--- src/sdcp_defines.svh ---
// Constants for the SDRAM clock pin control block
`ifndef SDCP_DEFINES_SVH
`define SDCP_DEFINES_SVH
`define SDCP_STOP_RESET 1'b0
`define SDCP_DIV_RESET 1'b0
`endif

--- src/sdcp_pkg.sv ---
// Types for the SDRAM clock pin control block
package sdcp_pkg;
   // Chip processing states
   typedef enum logic [2:0] {
      SDCP_NORMAL = 3'h0,
      SDCP_SLEEP = 3'h1,
      SDCP_ALL_STOP = 3'h3,
      SDCP_SW_STANDBY = 3'h2,
      SDCP_HW_STANDBY = 3'h6
   } sdcp_proc_e;
   // Clock gate states
   typedef enum logic [1:0] {
      SDCP_RUN = 2'h0,
      SDCP_WAIT_END = 2'h1,
      SDCP_STOPPED = 2'h3
   } sdcp_gate_e;
endpackage : sdcp_pkg

--- src/sdcp_gate_if.sv ---
// Signals between the gate controller and the pin mux
`timescale 1ns/100ps
interface sdcp_gate_if;
   logic clk_run;
   logic clk_level;
   modport ctrl (output clk_run, output clk_level);
   modport pin (input clk_run, input clk_level);
endinterface : sdcp_gate_if

--- src/sdcp_pin_ctrl.sv ---
// SDRAM clock pin control: clock gating and pin hand-over to port
`timescale 1ns/100ps
`include "sdcp_defines.svh"
module sdcp_pin_ctrl #(
   parameter bit HAS_SDRAM = 1'b1
) (
   input wire logic core_clk,
   input wire logic rst_n,
   input wire logic sdram_clock_stop,
   input wire logic port_dir,
   input wire logic port_data,
   input wire logic bus_busy,
   input wire sdcp_pkg::sdcp_proc_e proc_state,
   output logic pin_out,
   output logic pin_oe,
   output logic clock_active
);
   import sdcp_pkg::*;

   // Registered pin state; every output leaves straight from here
   typedef struct packed {
      logic pin_out;
      logic pin_oe;
      logic active;
   } sdcp_pin_s;
   sdcp_pin_s q;
   sdcp_pin_s next_q;
   sdcp_gate_if gate_bus();
   logic stop_eff;
   logic clock_owned;

   // Hardware standby floats the pin whatever else is set
   function automatic logic sdcp_floats(input sdcp_proc_e ps);
      return ps == SDCP_HW_STANDBY;
   endfunction : sdcp_floats

   // Software standby parks a running clock low rather than freezing it
   // mid-pulse, so the memory never sees a half-width high phase
   function automatic logic sdcp_parks_low(input sdcp_proc_e ps);
      return ps == SDCP_SW_STANDBY;
   endfunction : sdcp_parks_low

   // Without the SDRAM interface the stop bit is forced on
   assign stop_eff = HAS_SDRAM ? sdram_clock_stop : 1'b1;

   // The gate still winds down after reset even in a variant without the
   // interface; masking here keeps that short run off the pin entirely
   assign clock_owned = HAS_SDRAM && gate_bus.clk_run;

   // Clock generator and cycle-boundary stop
   sdcp_clkgen u_clkgen (
      .core_clk(core_clk),
      .rst_n(rst_n),
      .stop_req(stop_eff),
      .bus_busy(bus_busy),
      .gate(gate_bus.ctrl)
   );

   // Pin mux per processing state. Summary of what the pin carries:
   //   clock owned, normal, sleep or all-stop : divided clock
   //   clock owned, software standby          : driven low
   //   released, direction output             : port data
   //   released, direction input              : floating
   //   hardware standby, any setting          : floating
   // The mux is registered, so a change of state or direction reaches the
   // pin one cycle late; the trade buys glitch-free pin timing.
   always_comb begin
      next_q.active = clock_owned;
      next_q.pin_out = 1'b0;
      next_q.pin_oe = 1'b0;
      if (sdcp_floats(proc_state)) begin
         next_q.pin_oe = 1'b0;
      end else if (clock_owned) begin
         // Clock owns the pin regardless of direction
         if (sdcp_parks_low(proc_state)) begin
            next_q.pin_oe = 1'b1;
            next_q.pin_out = 1'b0;
         end else begin
            next_q.pin_oe = 1'b1;
            next_q.pin_out = gate_bus.clk_level;
         end
      end else begin
         // Released pin follows the port direction
         next_q.pin_oe = port_dir;
         next_q.pin_out = port_dir & port_data;
      end
   end

   // State register; reset leaves the pin floating and the clock off
   always_ff @(posedge core_clk) begin
      if (!rst_n) begin
         q <= '0;
      end else begin
         q <= next_q;
      end
   end

   // Outputs straight from the state register
   assign pin_out = q.pin_out;
   assign pin_oe = q.pin_oe;
   assign clock_active = q.active;
endmodule : sdcp_pin_ctrl

--- src/sdcp_clkgen.sv ---
// Divided SDRAM clock generator with cycle-boundary stop
`timescale 1ns/100ps
`include "sdcp_defines.svh"
module sdcp_clkgen (
   input wire logic core_clk,
   input wire logic rst_n,
   input wire logic stop_req,
   input wire logic bus_busy,
   sdcp_gate_if.ctrl gate
);
   import sdcp_pkg::*;
   typedef struct packed {
      sdcp_gate_e st;
      logic level;
   } sdcp_cg_s;
   sdcp_cg_s q;
   sdcp_cg_s next_q;
   // Stop only when no bus cycle is in flight and clock is low, so no runt pulse
   always_comb begin
      next_q = q;
      case (q.st)
         SDCP_RUN: begin
            next_q.level = ~q.level;
            if (stop_req) begin
               next_q.st = SDCP_WAIT_END;
            end
         end
         SDCP_WAIT_END: begin
            next_q.level = ~q.level;
            if (!stop_req) begin
               next_q.st = SDCP_RUN;
            end else if (!bus_busy && !q.level) begin
               next_q.st = SDCP_STOPPED;
               next_q.level = 1'b0;
            end
         end
         SDCP_STOPPED: begin
            next_q.level = 1'b0;
            if (!stop_req) begin
               next_q.st = SDCP_RUN;
            end
         end
         default: begin
            next_q.st = SDCP_RUN;
            next_q.level = 1'b0;
         end
      endcase
   end
   always_ff @(posedge core_clk) begin
      if (!rst_n) begin
         q.st <= SDCP_RUN;
         q.level <= `SDCP_DIV_RESET;
      end else begin
         q <= next_q;
      end
   end
   assign gate.clk_run = (q.st != SDCP_STOPPED);
   assign gate.clk_level = q.level;
endmodule : sdcp_clkgen

--- config.mk ---
export PLATFORM = sky130hd
export DESIGN_NAME = sdcp_pin_ctrl
export DESIGN_NICKNAME = d
export VERILOG_FILES = /design/src/sdcp_pkg.sv /design/src/sdcp_gate_if.sv /design/src/sdcp_pin_ctrl.sv /design/src/sdcp_clkgen.sv
export VERILOG_INCLUDE_DIRS = /design/src /design/src/src
export SDC_FILE = /design/constraint.sdc
export NUM_CORES = 1
export LEC_CHECK = 0
export BUFFER_PORTS_ARGS = -buffer_cell sky130_fd_sc_hd__buf_2
export CAP_MARGIN = 25
export CORE_AREA = 2 2 39 41
export DETAILED_ROUTE_END_ITERATION = 8
export DIE_AREA = 0 0 41 43
export PLACE_DENSITY = 0.44
export SYNTH_ARGS = -nofsm -noshare
export SYNTH_HDL_FRONTEND = slang
export SYNTH_SLANG_ARGS = --single-unit
export TNS_END_PERCENT = 50
--- constraint.sdc ---
create_clock -name core_clk -period 0.9 [get_ports core_clk]
set_clock_uncertainty 0.05 [all_clocks]
set_input_delay 0.045 -clock core_clk [delete_from_list [all_inputs] [get_ports core_clk]]
set_output_delay 0.045 -clock core_clk [all_outputs]
set_load 0.03 [all_outputs]
==> flow_metrics.py, run 1 <==
metrics = {
    "cells_and_area": {
        "nets": 51,
        "stdcell_count": 56,
        "multi_input_area_sq_um": 92.6,
        "n_antenna_cell": 0,
        "final_cell_mix": "buf_2, dfxtp_1, nor2_1, nand2_1, clkbuf_4",
        "final_common_cell": "buf_2",
        "drive_above_1_share_pct": 40.0,
        "fin_area_sq_um": 337,
        "register_area_sq_um": 121,
        "area_delta_synth_final_pct": 52.8,
        "fillers": 156,
    },
    "critical_path": {
        "path_class": "reg2reg",
        "start_kind": "flip-flop",
        "crit_arrival_ps": 940,
        "critPathCaptureType": "flip-flop",
        "critPathMaxFanout": 5,
        "cp_data_required_time_ps": 980,
    },
    "power": {
        "vdd_drop_max_uv": 483,
        "leakagePower_nw": 0.161,
        "switching_share_pct": 23.1,
        "powerDensity_nw_per_um2": 1820,
        "internal_power_w": 0.000470,
        "total_power_w": 0.000611,
        "comb_power_share_pct": 12.9,
        "p_switching_w": 0.000141,
        "p_seq_share_pct": 47.2,
        "clock_power_share_pct": 39.9,
    },
    "synthesis": {
        "synth-seq-cells": 6,
        "syn-cell-area_sq_um": 220,
        "synth_nets": 33,
        "syn_inst": 24,
        "yosysWarningCount": 0,
        "synth_area_leaders": "dfxtp_1, nand2_1, nor2_1",
        "avgSynthCellArea_sq_um": 9.18,
        "synth.distinct_cells": 14,
        "yosysTopAreaCell": "dfxtp_1",
        "synth_top_area_share_pct": 54.5,
        "seq_area_frac_synth_pct": 54.5,
    },
    "timing": {
        "slew_viol_final": 0,
        "finalHoldViolCount": 0,
        "slew_headroom_pct": 90.7,
        "hold_slack_ps": 18.0,
        "rsz0062_at_grt": "yes",
        "fmax_mhz": 1160,
        "setup_viol": 0,
        "fin_crit_ps": 865,
        "fin_crit_sh_pct": 96.1,
        "worst_slew_pin_slew_ps": 138,
        "setup-tns-final_ps": 0,
    },
    "global_routing": {
        "grt_usage_pct": 6.43,
        "overflow": 0,
        "grt_max_degree": 6,
        "grt_pass1_vias": 200,
        "grt_pass1_wl_um": 724,
        "antenna_found_initial": 0,
    },
    "clock_network": {
        "cts_setup_buffers": 0,
        "cts-root-buf": "clkbuf_4",
        "cts_buffers": 3,
        "clk_latency_ps": 240,
        "cts_tree": "done",
        "cts.clk_slew.worst_paths_ps": 50,
        "cts_max_path_buffers": 2,
        "clkSinkCount": 6,
        "h-tree-depth": 1,
    },
    "detailed_routing": {
        "drtAntennaViolNets": 0,
        "vias_per_cell": 3.98,
        "vias": 223,
        "wl_per_cell_um": 8.54,
        "drcViolationCount": 0,
        "initialDrtViolationCount": 7,
        "drt_pass1_iterations": 4,
        "wl_um": 478,
    },
    "min_path": {
        "holdCritPathClass": "in2reg",
    },
    "floorplan": {
        "start_util_pct": 15.9,
        "num_rows": 14,
        "ios": 12,
        "die_w_um": 41,
        "die_area_sq_um": 1760,
        "dieHeight_um": 43,
        "core_sq_um": 1380,
    },
    "place": {
        "place.gp.congestion": 0.616,
        "dpl_cell_area_sq_um": 303,
        "port_buffers": 11,
        "dp_cells": 52,
    },
    "status": {
        "status": "completed",
    },
    "job": {
        "drv_cap": 0,
    },
}
[synth_stat cells]
cell      instances
nor2_1            3
nand3b_1          1
a31oi_1           1
o211a_1           1
nand2_1           3
and2_1            1
a32oi_1           1
and4_1            1
a21oi_1           1
inv_1             2
nor3_1            1
nor2b_1           1
dfxtp_1           6
nand2b_1          1
[state kept, by name, indices dropped and copies added, names as in the netlist]
name / count
u_clkgen.q: 2
clock_active: 1
pin_oe: 1
pin_out: 1
u_clkgen.gate.clk_level: 1
[layer usage]
layer | global-route usage [%] | wire length (um) | vias up
li1 | - | - | 116
met1 | 7.40 | 240 | 95
met2 | 7.81 | 162 | 12
met3 | 3.66 | 75 | 0
met4 | 6.00 | 0 | 0
met5 | 0 | 0 | -
[area by class of cell]
cell class                 instances  share of cell area (%)
sequential                         6                    36.1
multi-input combinational         16                    27.5
timing repair buffer              13                    21.6
clock buffer                       3                    6.69
tap                               16                    5.95
inverter                           2                    2.23
[critical path: stages (launching register included)]
cell and delay, ps:
dfxtp_2 330, and4_1 170, a32oi_1 140, nor2b_1 60
[path summary, 6_finish.rpt]
check                           cells after the start                  startpoint  slack (ps)                         end
worst max-delay path                                3  u_clkgen.q[2]$_SDFFE_PN0P_          30          pin_out$_SDFF_PP0_
worst min-delay path                                2                    port_dir          20           pin_oe$_SDFF_PP0_
worst max register to register                      3  u_clkgen.q[2]$_SDFFE_PN0P_          30          pin_out$_SDFF_PP0_
worst min register to register                      1  u_clkgen.q[2]$_SDFFE_PN0P_         410  u_clkgen.q[1]$_SDFFE_PN0P_
[power groups by stage]
stage / Sequential [W] / Combinational, W / Clock, W
after floorplan: 0.000309 / 0.0000238 / 0
after global placement: 0.000294 / 0.0000771 / 0
after detailed placement: 0.000293 / 0.0000757 / 0
after CTS: 0.000288 / 0.0000794 / 0.000259
after global routing: 0.000289 / 0.0000882 / 0.000275
final: 0.000288 / 0.0000789 / 0.000244
[through the flow]
stage                     worst slack [ps]  util [%]
after floorplan                       69.9         -
after global placement                26.7      21.9
after detailed placement              8.29      21.9
after CTS                             6.72      24.2
after global routing                 -34.0      24.3
final                                 34.7      24.3
[kinds of logic after synthesis]
logic type      share of synthesized area [%]
compound gates                           13.6
buf+inv                                  3.41
flops                                    54.5
simple gates                             28.4
[what timing repair did]
item                                    4_1_cts  5_1_grt
hold buffers                                  1        0
gates resized for setup                       0        1
endpoints found under the hold margin         1        0
endpoints found under the setup margin        0        1
(Power assumes the default switching activity.)
==> run 2: changes to the inputs <==
Settings changed: BUFFER_PORTS_ARGS -buffer_cell sky130_fd_sc_hd__buf_2 to -buffer_cell sky130_fd_sc_hd__clkbuf_2.
==> run 2 against run 1 <==
Against the previous run:
- sequential cell count stayed put
- first-iteration DRC count is 71% lower
- global-route usage grew 0.50 points
- clock-buffer cell count unchanged
- core utilization increased by 1.4 points
- critical path type unchanged
- largest power group unchanged
==> flow_metrics.py, run 2 (synthesis results as in run 1) <==
metrics = {
    "critical_path": {
        "start_kind": "flip-flop",
        "path_class": "reg2reg",
        "critPathMaxStageDelay_ps": 330,
        "r2r_slack_ps": 50,
        "cp_top_family": "flip-flops",
        "crit_buf_inv": 0,
        "critPathMaxFanout": 5,
        "cp_data_required_time_ps": 980,
        "r2r_start": "u_clkgen.q[2]$_SDFFE_PN0P_",
        "slowest_stage": "dfxtp_2",
        "crit_arrival_ps": 930,
        "critPathCaptureType": "flip-flop",
        "path_cells": "and4_1 -> a32oi_1 -> nor2b_1",
        "r2r_cells": 3,
        "r2r_end": "pin_out$_SDFF_PP0_",
    },
    "clock_network": {
        "cts-root-buf": "clkbuf_4",
        "cts_tree": "done",
        "cts_buffers": 3,
        "cts_max_path_buffers": 2,
        "h-tree-depth": 1,
        "cts_setup_buffers": 0,
        "clk_latency_ps": 240,
        "cts.clk_slew.worst_paths_ps": 40,
        "clkSinkCount": 6,
    },
    "timing": {
        "fin_crit_ps": 850,
        "fin_crit_sh_pct": 94.4,
        "rsz0062_at_grt": "no",
        "slew_viol_final": 0,
        "setup_slack_ps": 50.0,
        "finalHoldViolCount": 0,
        "setup-tns-final_ps": 0,
        "slew_headroom_pct": 88.5,
        "worst_slew_pin_slew_ps": 173,
        "setup_viol": 0,
        "fmax_mhz": 1180,
    },
    "job": {
        "drv_cap": 0,
    },
    "power": {
        "switching_share_pct": 22.3,
        "p_seq_share_pct": 47.3,
        "comb_power_share_pct": 14.0,
        "clock_power_share_pct": 38.7,
        "internal_power_w": 0.000475,
        "vdd_drop_max_uv": 335,
        "powerDensity_nw_per_um2": 1720,
        "leakagePower_nw": 0.171,
        "p_switching_w": 0.000137,
    },
    "status": {
        "status": "completed",
    },
    "cells_and_area": {
        "nets": 53,
        "final_common_cell": "clkbuf_2",
        "area_delta_synth_final_pct": 61.9,
        "top_register": "u_clkgen.q",
        "final_cell_mix": "clkbuf_2, dfxtp_1",
        "n_antenna_cell": 0,
        "largest_reg_flops": 2,
        "drive_above_1_share_pct": 38.1,
        "fillers": 161,
    },
    "detailed_routing": {
        "wl_per_cell_um": 8.50,
        "wl_um": 493,
        "vias": 223,
        "vias_per_cell": 3.84,
        "drtAntennaViolNets": 0,
        "drcViolationCount": 0,
        "initialDrtViolationCount": 2,
        "drt_pass1_iterations": 2,
    },
    "global_routing": {
        "antenna_found_initial": 0,
        "grt_pass1_wl_um": 724,
        "grt_usage_pct": 6.93,
        "overflow": 0,
        "grt_max_degree": 6,
        "grt_pass1_vias": 198,
    },
    "floorplan": {
        "dieHeight_um": 43,
        "num_rows": 14,
        "start_util_pct": 15.9,
        "ios": 12,
        "die_area_sq_um": 1760,
        "core_sq_um": 1380,
        "die_w_um": 41,
    },
    "place": {
        "place_ws_ps": 6.42,
        "place.gp.congestion": 0.634,
        "port_buffers": 11,
    },
    "min_path": {
        "holdCritPathClass": "in2reg",
        "min_path_cells": 2,
        "min_to": "pin_oe$_SDFF_PP0_",
        "hold_start": "port_dir",
    },
}
-- run 2: final cells by class --
| class | count | area, sq um | share of cell area, % |
|---|---|---|---|
| well taps | 16 | 20.0 | 5.61 |
| repair buffers | 15 | 92.6 | 26.0 |
| clock buffers | 3 | 22.5 | 6.32 |
| inverters | 2 | 7.51 | 2.11 |
| multi-input cells | 16 | 92.6 | 26.0 |
| flip-flops and latches | 6 | 121 | 34.0 |
-- run 2: metal layers --
layer  up-vias  global-route usage [%]  share of wire [%]
met3         0                    4.71                 16
li1        119                       -                  -
met1        92                    8.04                 47
met2        12                    7.19                 37
met4         0                    8.00                  0
met5         -                       0                  0
-- run 2: what timing repair did --
item / 4_1_cts / 5_1_grt
setup endpoints to repair: 0 / 1
gates resized for setup: 0 / 1
hold endpoints to repair: 2 / 0
hold buffers: 3 / 0
-- run 2: stage by stage --
stage | total power, W | util (%) | std cells | hold slack [ps] | area, sq um
global placement | 0.000371 | 21.9 | 52 | 210 | 303
finish | 0.000612 | 25.8 | 58 | 19.9 | 357
CTS | 0.000633 | 25.7 | 58 | 13.4 | 355
detailed placement | 0.000370 | 21.9 | 52 | 208 | 303
global route | 0.000665 | 25.8 | 58 | 9.96 | 357
floorplan | 0.000333 | - | 24 | 103 | 220
-- run 2: power groups by stage --
| stage | logic [W] | clock network (W) | registers [W] |
|---|---|---|---|
| 3_3_place_gp | 0.0000769 | 0 | 0.000294 |
| 6_report | 0.0000856 | 0.000237 | 0.000289 |
| 5_1_grt | 0.0000935 | 0.000282 | 0.000290 |
| 2_1_floorplan | 0.0000238 | 0 | 0.000309 |
| 4_1_cts | 0.0000860 | 0.000258 | 0.000289 |
| 3_5_place_dp | 0.0000758 | 0 | 0.000294 |
-- run 2: worst max-delay path by stage --
| stage | from | end | slack [ps] | cells past startpoint |
|---|---|---|---|---|
| floorplan | u_clkgen.q[2]$_SDFFE_PN0P_ | pin_out$_SDFF_PP0_ | 70 | 3 |
| global placement | u_clkgen.q[2]$_SDFFE_PN0P_ | pin_out$_SDFF_PP0_ | 30 | 3 |
| finish | u_clkgen.q[2]$_SDFFE_PN0P_ | pin_out$_SDFF_PP0_ | 50 | 3 |
| CTS | u_clkgen.q[2]$_SDFFE_PN0P_ | pin_out$_SDFF_PP0_ | 7 | 3 |
| global route | u_clkgen.q[2]$_SDFFE_PN0P_ | pin_out$_SDFF_PP0_ | 9 | 3 |
| detailed placement | u_clkgen.q[2]$_SDFFE_PN0P_ | pin_out$_SDFF_PP0_ | 6 | 3 |
